### src/verilog/tmst_defines.svh
// Offsets, field positions and reset values of the channel 3 to 5 event status register.
`ifndef TMST_DEFINES_SVH
`define TMST_DEFINES_SVH
`define TMST_ADDR_STATUS   4'h0
`define TMST_ADDR_MODE     4'h1
`define TMST_ADDR_COUNT3   4'h2
`define TMST_ADDR_COUNT4   4'h3
`define TMST_ADDR_COUNT5   4'h4
`define TMST_ADDR_GEN5A    4'h5
`define TMST_ADDR_GEN5B    4'h6
`define TMST_ADDR_GEN4A    4'h7
`define TMST_ADDR_GEN4B    4'h8
`define TMST_ADDR_GEN4C    4'h9
`define TMST_ADDR_GEN4D    4'hA
`define TMST_BIT_CH5B      11
`define TMST_BIT_CH5A      10
`define TMST_BIT_CH4WRAP   9
`define TMST_BIT_CH4D      8
`define TMST_BIT_CH4C      7
`define TMST_BIT_CH4B      6
`define TMST_BIT_CH4A      5
`define TMST_BIT_CH3WRAP   4
`define TMST_FLAG_MASK     16'h0FF0
`define TMST_STATUS_RESET  16'h0000
`define TMST_MODE_RESET    16'h0000
`define TMST_COUNT_MAX     16'hFFFF
`define TMST_COUNT_RESET   16'h0000
`define TMST_MODE_5A       0
`define TMST_MODE_5B       2
`define TMST_MODE_4A       4
`define TMST_MODE_4B       6
`define TMST_MODE_4C       8
`define TMST_MODE_4D       10
`endif

### src/verilog/tmst_pkg.sv
// Types shared by the channel 3 to 5 event status block.
package tmst_pkg;
   // Role of one general register.
   typedef enum logic [1:0] {
      TMST_ROLE_CAPTURE = 2'h0,
      TMST_ROLE_COMPARE = 2'h1,
      TMST_ROLE_PWM     = 2'h2,
      TMST_ROLE_SYNC    = 2'h3
   } tmst_role_t;
endpackage

### src/verilog/tmst_event.sv
// One general register with its capture or compare event detection.
`timescale 1ns/1ps
`include "tmst_defines.svh"
module tmst_event (
   input  wire logic               sys_clk,
   input  wire logic               rst,
   input  wire logic               wr_en,
   input  wire logic [15:0]        wr_data,
   input  wire logic [15:0]        counter,
   input  wire logic               capture_in,
   input  wire tmst_pkg::tmst_role_t role,
   output logic [15:0]             general,
   output logic                    event_hit
);
   typedef struct packed {
      logic [15:0] general;
   } tmst_ev_state_t;

   tmst_ev_state_t state;
   tmst_ev_state_t next_state;

   always_comb begin
      next_state = state;
      if (role == tmst_pkg::TMST_ROLE_CAPTURE && capture_in) begin
         next_state.general = counter;
      end else if (wr_en) begin
         next_state.general = wr_data;
      end
   end

   always_ff @(posedge sys_clk or posedge rst) begin
      if (rst) begin
         state <= '0;
      end else begin
         state <= next_state;
      end
   end

   // Plain PWM registers raise nothing; a sync register compares like an output compare.
   always_comb begin
      unique case (role)
         tmst_pkg::TMST_ROLE_CAPTURE: event_hit = capture_in;
         tmst_pkg::TMST_ROLE_COMPARE: event_hit = (counter == state.general);
         tmst_pkg::TMST_ROLE_SYNC:    event_hit = (counter == state.general);
         tmst_pkg::TMST_ROLE_PWM:     event_hit = 1'b0;
      endcase
   end

   assign general = state.general;
endmodule // tmst_event

### src/verilog/tmst_status.sv
// Channel 3 to 5 counters, general registers and the event status flags.
//
// The implementer's own choices: the placing of the registers and the strobed register port.
`timescale 1ns/1ps
`include "tmst_defines.svh"
// Function
// RULE1: A flag clears only on a zero write after software read it as one.
// RULE2: All status flags read zero after reset until set.
// RULE3: Bit 11 sets on channel 5 register B capture or compare match.
// RULE4: Bit 10 sets on channel 5 register A capture or compare match.
// RULE5: In PWM mode channel 5 A, B and channel 4 A, B, C never set.
// RULE6: Bit 9 sets when channel 4 counter wraps from maximum to zero.
// RULE7: Bit 8 sets on channel 4 register D capture or compare match.
// RULE8: Bit 8 also sets on match while register D is PWM sync register.
// RULE9: Bit 7 sets on channel 4 register C capture or compare match.
// RULE10: Bit 6 sets on channel 4 register B capture or compare match.
// RULE11: Bit 5 sets on channel 4 register A capture or compare match.
// RULE12: Bit 4 sets when channel 3 counter wraps from maximum to zero.
// RULE13: Written ones are ignored; only zero clears a flag.
// RULE14: Bit 15 is reserved and always reads zero.
// RULE15: A set in the same cycle as a clearing write wins.
module tmst_status (
   input  wire logic        sys_clk,
   input  wire logic        rst,
   input  wire logic [3:0]  addr,
   input  wire logic [15:0] wr_data,
   input  wire logic        wr_en,
   input  wire logic        rd_en,
   output logic [15:0]      rd_data,
   input  wire logic        count3_en,
   input  wire logic        count4_en,
   input  wire logic        count5_en,
   input  wire logic        capture5a,
   input  wire logic        capture5b,
   input  wire logic        capture4a,
   input  wire logic        capture4b,
   input  wire logic        capture4c,
   input  wire logic        capture4d,
   output logic [15:0]      event_status
);
   localparam int NREG = 6;

   typedef struct packed {
      logic [15:0] status;
      logic [15:0] armed;
      logic [15:0] mode;
      logic [15:0] count3;
      logic [15:0] count4;
      logic [15:0] count5;
      logic [15:0] rd_data;
   } tmst_state_t;

   tmst_state_t state;
   tmst_state_t next_state;

   logic [NREG-1:0]     gen_wr;
   logic [NREG-1:0]     capture_in;
   logic [NREG-1:0]     hit;
   logic [15:0]         counter  [NREG];
   logic [15:0]         gen_val  [NREG];
   tmst_pkg::tmst_role_t role   [NREG];
   logic [15:0]         set_mask;
   logic [15:0]         clr_mask;
   logic                status_wr;
   logic                status_rd;
   logic                mode_wr;
   logic                count3_wr;
   logic                count4_wr;
   logic                count5_wr;
   logic                wrap3;
   logic                wrap4;

   function automatic logic wraps(input logic en, input logic [15:0] cnt);
      return en && (cnt == `TMST_COUNT_MAX);
   endfunction

   function automatic logic [15:0] step(input logic en, input logic [15:0] cnt);
      return en ? 16'(cnt + 16'h0001) : cnt;
   endfunction

   // Address decode shared by every strobe of the register bus.
   function automatic logic picks(input logic strobe, input logic [3:0] a, input logic [3:0] index);
      return strobe && (a == index);
   endfunction

   // A sync code on a register that cannot synchronise behaves as plain PWM and raises nothing.
   function automatic tmst_pkg::tmst_role_t role_of(input logic [1:0] code, input logic sync_ok);
      tmst_pkg::tmst_role_t decoded;
      decoded = tmst_pkg::tmst_role_t'(code);
      if (decoded == tmst_pkg::TMST_ROLE_SYNC && !sync_ok) begin
         decoded = tmst_pkg::TMST_ROLE_PWM;
      end
      return decoded;
   endfunction

   // The event outranks the clear so that an event at the clearing write is not lost.
   function automatic logic flag_next(input logic cur, input logic raise, input logic drop);
      return raise | (cur & ~drop);
   endfunction

   // Register order: 5A, 5B, 4A, 4B, 4C, 4D; the mode register holds two role bits for each.
   assign gen_wr[0]     = picks(wr_en, addr, `TMST_ADDR_GEN5A);
   assign gen_wr[1]     = picks(wr_en, addr, `TMST_ADDR_GEN5B);
   assign gen_wr[2]     = picks(wr_en, addr, `TMST_ADDR_GEN4A);
   assign gen_wr[3]     = picks(wr_en, addr, `TMST_ADDR_GEN4B);
   assign gen_wr[4]     = picks(wr_en, addr, `TMST_ADDR_GEN4C);
   assign gen_wr[5]     = picks(wr_en, addr, `TMST_ADDR_GEN4D);
   assign status_wr     = picks(wr_en, addr, `TMST_ADDR_STATUS);
   assign status_rd     = picks(rd_en, addr, `TMST_ADDR_STATUS);
   assign mode_wr       = picks(wr_en, addr, `TMST_ADDR_MODE);
   assign count3_wr     = picks(wr_en, addr, `TMST_ADDR_COUNT3);
   assign count4_wr     = picks(wr_en, addr, `TMST_ADDR_COUNT4);
   assign count5_wr     = picks(wr_en, addr, `TMST_ADDR_COUNT5);
   assign wrap3         = wraps(count3_en, state.count3); // RULE12
   assign wrap4         = wraps(count4_en, state.count4); // RULE6
   assign capture_in[0] = capture5a;
   assign capture_in[1] = capture5b;
   assign capture_in[2] = capture4a;
   assign capture_in[3] = capture4b;
   assign capture_in[4] = capture4c;
   assign capture_in[5] = capture4d;
   assign counter[0]    = state.count5;
   assign counter[1]    = state.count5;
   assign counter[2]    = state.count4;
   assign counter[3]    = state.count4;
   assign counter[4]    = state.count4;
   assign counter[5]    = state.count4;

   // Only register D of channel 4 may serve as a sync register.
   assign role[0]       = role_of(state.mode[`TMST_MODE_5A +: 2], 1'b0); // RULE5
   assign role[1]       = role_of(state.mode[`TMST_MODE_5B +: 2], 1'b0); // RULE5
   assign role[2]       = role_of(state.mode[`TMST_MODE_4A +: 2], 1'b0); // RULE5
   assign role[3]       = role_of(state.mode[`TMST_MODE_4B +: 2], 1'b0); // RULE5
   assign role[4]       = role_of(state.mode[`TMST_MODE_4C +: 2], 1'b0); // RULE5
   assign role[5]       = role_of(state.mode[`TMST_MODE_4D +: 2], 1'b1); // RULE8

   tmst_event i_tmst_event_5a (
      .sys_clk    (sys_clk),
      .rst        (rst),
      .wr_en      (gen_wr[0]),
      .wr_data    (wr_data),
      .counter    (counter[0]),
      .capture_in (capture_in[0]),
      .role       (role[0]),
      .general    (gen_val[0]),
      .event_hit  (hit[0])
   );

   tmst_event i_tmst_event_5b (
      .sys_clk    (sys_clk),
      .rst        (rst),
      .wr_en      (gen_wr[1]),
      .wr_data    (wr_data),
      .counter    (counter[1]),
      .capture_in (capture_in[1]),
      .role       (role[1]),
      .general    (gen_val[1]),
      .event_hit  (hit[1])
   );

   tmst_event i_tmst_event_4a (
      .sys_clk    (sys_clk),
      .rst        (rst),
      .wr_en      (gen_wr[2]),
      .wr_data    (wr_data),
      .counter    (counter[2]),
      .capture_in (capture_in[2]),
      .role       (role[2]),
      .general    (gen_val[2]),
      .event_hit  (hit[2])
   );

   tmst_event i_tmst_event_4b (
      .sys_clk    (sys_clk),
      .rst        (rst),
      .wr_en      (gen_wr[3]),
      .wr_data    (wr_data),
      .counter    (counter[3]),
      .capture_in (capture_in[3]),
      .role       (role[3]),
      .general    (gen_val[3]),
      .event_hit  (hit[3])
   );

   tmst_event i_tmst_event_4c (
      .sys_clk    (sys_clk),
      .rst        (rst),
      .wr_en      (gen_wr[4]),
      .wr_data    (wr_data),
      .counter    (counter[4]),
      .capture_in (capture_in[4]),
      .role       (role[4]),
      .general    (gen_val[4]),
      .event_hit  (hit[4])
   );

   tmst_event i_tmst_event_4d (
      .sys_clk    (sys_clk),
      .rst        (rst),
      .wr_en      (gen_wr[5]),
      .wr_data    (wr_data),
      .counter    (counter[5]),
      .capture_in (capture_in[5]),
      .role       (role[5]),
      .general    (gen_val[5]),
      .event_hit  (hit[5])
   );

   always_comb begin
      set_mask = 16'h0000;
      set_mask[`TMST_BIT_CH5A]    = hit[0]; // RULE4
      set_mask[`TMST_BIT_CH5B]    = hit[1]; // RULE3
      set_mask[`TMST_BIT_CH4A]    = hit[2]; // RULE11
      set_mask[`TMST_BIT_CH4B]    = hit[3]; // RULE10
      set_mask[`TMST_BIT_CH4C]    = hit[4]; // RULE9
      set_mask[`TMST_BIT_CH4D]    = hit[5]; // RULE7 RULE8
      set_mask[`TMST_BIT_CH4WRAP] = wrap4; // RULE6
      set_mask[`TMST_BIT_CH3WRAP] = wrap3; // RULE12
   end

   // A flag clears only where it was seen as one and a zero is now written there.
   assign clr_mask = status_wr
                     ? (state.armed & ~wr_data & `TMST_FLAG_MASK) : 16'h0000; // RULE1 RULE13

   always_comb begin
      next_state = state;
      next_state.count3 = step(count3_en, state.count3);
      next_state.count4 = step(count4_en, state.count4);
      next_state.count5 = step(count5_en, state.count5);
      // Every bit outside the flag field, reserved bit 15 included, stays zero.
      next_state.status = 16'h0000; // RULE14
      next_state.status[`TMST_BIT_CH5B]    = flag_next(state.status[`TMST_BIT_CH5B],
                                                        set_mask[`TMST_BIT_CH5B],
                                                        clr_mask[`TMST_BIT_CH5B]); // RULE15
      next_state.status[`TMST_BIT_CH5A]    = flag_next(state.status[`TMST_BIT_CH5A],
                                                        set_mask[`TMST_BIT_CH5A],
                                                        clr_mask[`TMST_BIT_CH5A]); // RULE15
      next_state.status[`TMST_BIT_CH4WRAP] = flag_next(state.status[`TMST_BIT_CH4WRAP],
                                                        set_mask[`TMST_BIT_CH4WRAP],
                                                        clr_mask[`TMST_BIT_CH4WRAP]); // RULE15
      next_state.status[`TMST_BIT_CH4D]    = flag_next(state.status[`TMST_BIT_CH4D],
                                                        set_mask[`TMST_BIT_CH4D],
                                                        clr_mask[`TMST_BIT_CH4D]); // RULE15
      next_state.status[`TMST_BIT_CH4C]    = flag_next(state.status[`TMST_BIT_CH4C],
                                                        set_mask[`TMST_BIT_CH4C],
                                                        clr_mask[`TMST_BIT_CH4C]); // RULE15
      next_state.status[`TMST_BIT_CH4B]    = flag_next(state.status[`TMST_BIT_CH4B],
                                                        set_mask[`TMST_BIT_CH4B],
                                                        clr_mask[`TMST_BIT_CH4B]); // RULE15
      next_state.status[`TMST_BIT_CH4A]    = flag_next(state.status[`TMST_BIT_CH4A],
                                                        set_mask[`TMST_BIT_CH4A],
                                                        clr_mask[`TMST_BIT_CH4A]); // RULE15
      next_state.status[`TMST_BIT_CH3WRAP] = flag_next(state.status[`TMST_BIT_CH3WRAP],
                                                        set_mask[`TMST_BIT_CH3WRAP],
                                                        clr_mask[`TMST_BIT_CH3WRAP]); // RULE15
      if (status_wr) begin
         next_state.armed = 16'h0000;
      end
      if (status_rd) begin
         next_state.armed = state.status; // RULE1
      end
      // A software write to a counter wins over its step in the same cycle.
      if (mode_wr) begin
         next_state.mode = wr_data;
      end
      if (count3_wr) begin
         next_state.count3 = wr_data;
      end
      if (count4_wr) begin
         next_state.count4 = wr_data;
      end
      if (count5_wr) begin
         next_state.count5 = wr_data;
      end
      next_state.rd_data = 16'h0000;
      if (rd_en) begin
         unique case (addr)
            `TMST_ADDR_STATUS: next_state.rd_data = state.status;
            `TMST_ADDR_MODE:   next_state.rd_data = state.mode;
            `TMST_ADDR_COUNT3: next_state.rd_data = state.count3;
            `TMST_ADDR_COUNT4: next_state.rd_data = state.count4;
            `TMST_ADDR_COUNT5: next_state.rd_data = state.count5;
            `TMST_ADDR_GEN5A:  next_state.rd_data = gen_val[0];
            `TMST_ADDR_GEN5B:  next_state.rd_data = gen_val[1];
            `TMST_ADDR_GEN4A:  next_state.rd_data = gen_val[2];
            `TMST_ADDR_GEN4B:  next_state.rd_data = gen_val[3];
            `TMST_ADDR_GEN4C:  next_state.rd_data = gen_val[4];
            `TMST_ADDR_GEN4D:  next_state.rd_data = gen_val[5];
            default:           next_state.rd_data = 16'h0000;
         endcase
      end
   end

   always_ff @(posedge sys_clk or posedge rst) begin
      if (rst) begin
         state.status  <= `TMST_STATUS_RESET; // RULE2
         state.armed   <= 16'h0000;
         state.rd_data <= 16'h0000;
         state.mode    <= `TMST_MODE_RESET;
         state.count3  <= `TMST_COUNT_RESET;
         state.count4  <= `TMST_COUNT_RESET;
         state.count5  <= `TMST_COUNT_RESET;
      end else begin
         state <= next_state;
      end
   end

   assign rd_data      = state.rd_data;
   assign event_status = state.status;
endmodule // tmst_status
### config.mk
export PLATFORM = sky130hd
export DESIGN_NAME = tmst_status
export DESIGN_NICKNAME = d
export VERILOG_FILES = /design/src/verilog/tmst_pkg.sv /design/src/verilog/tmst_event.sv /design/src/verilog/tmst_status.sv
export VERILOG_INCLUDE_DIRS = /design/src /design/src/verilog
export SDC_FILE = /design/constraint.sdc
export NUM_CORES = 1
export LEC_CHECK = 0
export ABC_AREA = 1
export BUFFER_PORTS_ARGS = -buffer_cell sky130_fd_sc_hd__buf_2
export CAP_MARGIN = 15
export CORE_ASPECT_RATIO = 0.8
export CORE_MARGIN = 2
export CORE_UTILIZATION = 55
export DETAILED_ROUTE_END_ITERATION = 8
export PLACE_DENSITY_LB_ADDON = 0.3
export SYNTH_ARGS = -nofsm -noshare
export SYNTH_HDL_FRONTEND = slang
export SYNTH_SLANG_ARGS = --single-unit
### constraint.sdc
create_clock -name sys_clk -period 11 [get_ports sys_clk]
set_input_delay 0.55 -clock sys_clk [delete_from_list [all_inputs] [get_ports sys_clk]]
set_output_delay 0.55 -clock sys_clk [all_outputs]
set_load 0.02 [all_outputs]
==> impl_metrics.yaml, run 1 <==
logic_synthesis:
  yosysUniqueCellTypes: 31
  avgSynthCellArea_um2: 6.49
  yosys_warnings: 0
  ys_seq_elements: 192
  syn_inst: 1970
  synth_area_mm2: 0.0128
  seq_area_frac_synth: 0.376
clocking:
  cts_buffers: 17
  ctsResizeCount: 0
  cts.clk_slew.worst_paths_ns: 0.07
  htree_levels: 4
  clkLatencyLatePin_ns: 0.46
  clockBufferDepth: 2
  cts_tree: "built"
  cts_setup_buffers: 0
  cts_sinks: 192
  hold_buffers: 0
  root_buffer: "clkbuf_16"
cells_and_area:
  drive_above_1_share: 0.0577
  final_cell_mix: "644 x nand2_1, 232 x nand3_1, 196 x inv_1"
  syn2layout_area_growth_pct: 5.42
  antenna-diode-count: 0
  nNetsFinal: 1947
  final_common_cell: "nand2_1"
  fillers: 2207
routing:
  drt_iter0_markers: 2297
  via_count: 13797
  vias_per_cell: 6.19
  drc: 0
  wl_per_cell_um: 22.8
  detail-route-antenna-nets: 0
  drt_wl_total_um: 50700
  first_pass_iters: 6
sta:
  fin_skew_ns: 0.0169
  fmax_mhz: 355
  rsz0062_at_grt: "no"
  final-setup-viol-count: 0
  slew-limit-headroom: 0.234
  worst_slew_pin_slew_ns: 1.15
  fin_crit_sh: 0.256
  hold_viol: 0
  setup_tns_ns: 0
  post-route-min-period_ns: 2.82
  maxSlewViolCount: 0
critical_path:
  required_ns: 11.35
  r2r_end: "i_tmst_event_5b.general[11]"
  regToRegSetupSlack_ns: 8.18
  crit_path_max_fanout: 32
  startpoint_type: "register"
  cp_data_arrival_time_ns: 3.17
  reg2regPathDepth: 5
  startpoint: "state[67]"
  endpoint_kind: "register"
  reg2reg_from: "state[67]"
  crit_type: "reg -> reg"
run_status:
  status: "finished, final reports clean"
grt:
  grt.total_usage: 0.416
  grt-ovfl-total: 0
  antenna_found_initial: 0
  grt_max_degree: 123
  grt_use_met3: 0.186
  grt_use_met2: 0.553
  use_met1: 0.592
  grt_pass1_wl_um: 74700
  grt.busiest_layer: "met1"
  grt_pass1_vias: 12126
min_path:
  min_path_type: "in -> async"
pwr:
  power_frac_seq: 0.448
  finalPower_mw: 2.90
  ir_drop_mv: 0.169
  power_frac_clock: 0.240
  p_int_mw: 1.60
  power.share.combinational: 0.311
  leakagePower_nw: 6.71
  p_sw_frac: 0.448
  powerDensity_mw_per_mm2: 215
  switching_power_mw: 1.30
place:
  portBuffers: 56
  post-dp-hpwl_um: 35600
  gp_congestion: 1.14
floorplanning:
  row_count: 49
  start_util: 0.565
  die_h_um: 140
  boundaryPins: 65
  dieArea_mm2: 0.0245
  core_mm2: 0.0226
  die_x_um: 174
job:
  drv_cap: 0
## state kept, by name, indices dropped and copies added (netlist names)
name,cells
i_tmst_event_5b.general,16
i_tmst_event_4a.general,16
role,2
i_tmst_event_4b.general,16
state,38
rd_data,16
i_tmst_event_4d.general,16
event_status,8
i_tmst_event_5a.general,16
counter,32
i_tmst_event_4c.general,16
## logic make-up after synthesis
family,share of synthesized area
AO/OA/AOI/OAI,0.137
XOR/XNOR,0.0158
adder cells (fa/ha/maj),0.00294
buffers and inverters,0.119
flip-flops,0.376
other,0.000293
AND/OR/NAND/NOR,0.350
## cells in the mapped netlist (all sizes together)
| master | number | area, um2 |
|---|---|---|
| inv | 201 | 754 |
| nor2 | 201 | 774 |
| ha | 3 | 37.5 |
| nand3 | 232 | 1160 |
| o21a | 1 | 7.51 |
| o21bai | 1 | 7.51 |
| a21boi | 1 | 7.51 |
| a31oi | 18 | 113 |
| a21oi | 20 | 100 |
| conb | 1 | 3.75 |
| o211ai | 85 | 638 |
| o22ai | 9 | 56.3 |
| nor3 | 9 | 45.0 |
| xor2 | 23 | 201 |
| clkinv | 7 | 26.3 |
| clkbuf | 65 | 245 |
| o31ai | 1 | 7.51 |
| nand4 | 10 | 62.6 |
| o21ai | 161 | 813 |
| nand2 | 646 | 2430 |
| dfrtp | 192 | 4800 |
| buf | 83 | 489 |
## power groups by stage
| stage | logic [mW] | registers [mW] | clock network (mW) |
|---|---|---|---|
| final | 0.902 | 1.30 | 0.696 |
| after floorplan | 0.723 | 1.06 | 0 |
| after global placement | 0.839 | 1.27 | 0 |
| after detailed placement | 0.857 | 1.27 | 0 |
| after global routing | 0.999 | 1.30 | 0.728 |
| after CTS | 0.865 | 1.26 | 0.693 |
## per-layer routing
layer  part of all wire  up-vias
met5                  0        -
met4              0.036        0
met3               0.18      152
met2               0.38     1092
met1               0.40     6379
li1                   -     6174
## per-stage QoR
stage	hold WS (ns)	instances	cell area, um2	util	setup WS (ns)
detailed placement	0.474	2195	12800	0.566	8.01
floorplan	0.453	1977	12800	-	5.22
finish	0.275	2230	13500	0.596	8.18
CTS	0.325	2227	13400	0.594	8.28
global route	0.337	2230	13500	0.596	7.95
global placement	0.467	2195	12800	0.566	8.11
## worst max-delay path by stage
stage / end / slack (ns) / cells after the start
global placement: i_tmst_event_4d.general[8] / 8.11 / 7
finish: i_tmst_event_5b.general[11] / 8.18 / 5
detailed placement: i_tmst_event_4b.general[6] / 8.01 / 6
global route: i_tmst_event_5b.general[8] / 7.95 / 5
floorplan: counter[0] / 5.22 / 1
CTS: i_tmst_event_5b.general[11] / 8.28 / 5
## cell type report
type / count / area (um2) / share of cell area
clock inverter: 11 / 178 / 0.0132
clock buffer: 21 / 460 / 0.0342
tap: 306 / 383 / 0.0284
sequential: 192 / 4800 / 0.356
timing repair buffer: 63 / 348 / 0.0258
inverter: 208 / 788 / 0.0585
multi-input combinational: 1429 / 6520 / 0.484
## critical path: stages, from the launching register on
cell      delay [ns]
dfrtp_1         0.41
nor2_1          0.37
nand2_1         0.67
nand2_1         0.96
o211ai_1        0.17
o21ai_0         0.13
Note: power is estimated with default switching activity, not from simulation.
==> inputs of run 2 (changes only) <==
Settings changed: ABC_AREA 1 to 0.
Clock period 11 ns to 2.3 ns, I/O delays scaled along.
==> impl_metrics.yaml, run 2 <==
sta:
  worst_slew_pin_slew_ns: 0.737
  fin_crit_sh: 0.857
  hold_viol: 0
  worst_hold_slack_ns: 0.0543
  rsz0062_at_grt: "no"
  final-setup-viol-count: 0
  fin_skew_ns: 0.0142
  post-route-min-period_ns: 1.97
  worst_slack_ns: 0.329
  maxSlewViolCount: 0
  fmax_mhz: 507
  slew-limit-headroom: 0.509
clocking:
  clockBufferDepth: 2
  ctsResizeCount: 0
  cts_tree: "built"
  cts_buffers: 17
  htree_levels: 4
  cts_sinks: 192
  clkLatencyLatePin_ns: 0.45
  hold_buffers: 2
  cts.clk_slew.worst_paths_ns: 0.07
  cts_setup_buffers: 0
  root_buffer: "clkbuf_16"
pwr:
  power.share.combinational: 0.354
  finalPower_mw: 14.5
  powerDensity_mw_per_mm2: 1110
  p_sw_frac: 0.432
  power_frac_seq: 0.447
  switching_power_mw: 6.28
  leakagePower_nw: 5.46
  p_int_mw: 8.25
  power_frac_clock: 0.198
  ir_drop_mv: 0.698
critical_path:
  slowest_stage: "dfrtp_1"
  required_ns: 2.68
  cp_data_arrival_time_ns: 2.36
  crit_path_max_fanout: 9
  endpoint_kind: "register"
  crit_type: "reg -> reg"
  reg2regPathDepth: 4
  slowest_delay_ns: 0.64
  worstPathCellList: "nand4_2 > or3_1 > or4_1 > nand3_1"
  cp_num_cells: 4
  worst-path-buf-inv: 0
  critPathTopFamily: "simple AND/OR/NAND/NOR gates"
  regToRegSetupSlack_ns: 0.33
  startpoint_type: "register"
routing:
  wl_per_cell_um: 27.6
  drc: 0
  vias_per_cell: 6.60
  detail-route-antenna-nets: 0
  via_count: 10285
  first_pass_iters: 9
  drt_iter0_markers: 1307
  drt_wl_total_um: 43000
logic_synthesis:
  synth_area_mm2: 0.0119
  synth_common_cells: "192 x dfrtp_1, 127 x nand2_1, 104 x mux2i_1, 104 x xor2_1, 95 x o21ai_0"
  avgSynthCellArea_um2: 9.44
  synthMostInstantiatedCell: "dfrtp_1"
  synth_top_flop_cell: "dfrtp_1"
  ys_seq_elements: 192
  seq_area_frac_synth: 0.403
  synth_edf_count: 0
  synthDominantCellAreaShare: 0.403
  yosys_warnings: 0
  synthTopCellsByArea: "dfrtp_1 40%, mux2i_1 8.7%, xor2_1 7.6%, nand2_1 4.0%, o21ai_0 4.0%"
  syn_inst: 1264
  synth.largest_area_cell: "dfrtp_1"
  yosysUniqueCellTypes: 70
  async_reset_ff_frac: 1.00
floorplanning:
  row_count: 48
  start_util: 0.556
  dieArea_mm2: 0.0229
  boundaryPins: 65
  die_h_um: 136
  die_x_um: 169
  core_mm2: 0.0214
min_path:
  min_path_type: "in -> reg"
  hold_depth: 3
run_status:
  status: "finished, final reports clean"
grt:
  grt_max_degree: 64
  grt_pass1_vias: 9561
  grt.total_usage: 0.384
  grt_pass1_wl_um: 63500
  antenna_found_initial: 3
  grt-ovfl-total: 0
cells_and_area:
  syn2layout_area_growth_pct: 9.77
  seq_area_mm2: 0.00480
  final_cell_mix: "192 x dfrtp_1, 127 x nand2_1, 104 x mux2i_1, 104 x xor2_1, 95 x o21ai_0"
  regMostFlops: "state"
  drive_above_1_share: 0.177
  nNetsFinal: 1308
  antenna-diode-count: 0
  fillers: 1836
  final_common_cell: "dfrtp_1"
  largest_reg_flops: 38
  multi_input_area_mm2: 0.00632
job:
  drv_cap: 0
place:
  post-dp-hpwl_um: 31300
  pre_cts_ws_ns: 0.153
  portBuffers: 56
  gp_congestion: 1.02
-- run 2: changes by cell type in the layout (fill, tap and decap cells not counted), moves of 61 or more --
| cell | previous run | this run |
|---|---|---|
| xor2_1 | 23 | 104 |
| inv_1 | 196 | 11 |
| nand3_1 | 232 | 22 |
| nand2_1 | 644 | 127 |
| mux2i_1 | 0 | 104 |
| o211ai_1 | 85 | 1 |
| o21ai_0 | 156 | 95 |
| buf_4 | 4 | 70 |
| nor2_1 | 194 | 57 |
-- run 2: cells by family (layout without fill, tap and decap cells) --
family / after synthesis / count (layout) / share of synthesized area
and+or+nand+nor: 350 / 350 / 0.156
AOI/OAI and AO/OA: 283 / 283 / 0.152
DFF: 192 / 192 / 0.403
buffers and inverters: 168 / 181 / 0.0734
xor gates and xnor gates: 135 / 135 / 0.0991
muxes: 132 / 132 / 0.114
adders and majority gates: 3 / 3 / 0.00315
other: 1 / 8 / 0.000314
-- run 2: area by class of cell --
cell class / instances / area share
well taps: 275 / 0.0263
flip-flops and latches: 192 / 0.367
multi-input cells: 911 / 0.483
clock inverters: 13 / 0.00879
repair buffers: 138 / 0.0786
clock buffers: 18 / 0.0328
inverters: 12 / 0.00373
-- run 2: metrics by stage --
| stage | utilization | cells | cell area [um2] | TNS, ns |
|---|---|---|---|---|
| finish | 0.611 | 1559 | 13100 | 0 |
| global route | 0.611 | 1559 | 13100 | 0 |
| CTS | 0.610 | 1558 | 13100 | 0 |
| detailed placement | 0.584 | 1525 | 12500 | 0 |
| global placement | 0.582 | 1524 | 12500 | 0 |
| floorplan | - | 1271 | 12000 | -55.96 |
-- run 2: tightest hold or removal path: cells and delay by family --
family | cells | cell delay (ns)
buf+inv | 1 | 0.14
xor+xnor | 1 | 0.13
compound gates | 1 | 0.08
-- run 2: final timing paths --
check / from / end
worst max-delay path: counter[3] / counter[14]
worst min-delay path: count4_en / counter[0]
worst max register to register: counter[3] / counter[14]
worst min register to register: state[84] / state[84]
max in group asynchronous: rst / state[63]
min in group asynchronous: rst / i_tmst_event_4a.general[6]
-- run 2: routing by layer --
layer  share of wire  global-route usage  vias up  wire, um
met5          0.0016                   0        -        68
met4           0.032               0.127        4      1390
li1                -                   -     4482         -
met3            0.13               0.154       95      5710
met2            0.40               0.523      612     17400
met1            0.43               0.553     5092     18500
-- run 2: power groups by stage --
stage | Combinational, mW | Clock, mW | Sequential (mW)
2_1_floorplan | 3.98 | 0 | 5.33
3_3_place_gp | 4.88 | 0 | 6.43
3_5_place_dp | 5.00 | 0 | 6.45
4_1_cts | 5.04 | 2.90 | 6.40
5_1_grt | 5.60 | 3.04 | 6.57
6_report | 5.15 | 2.88 | 6.50
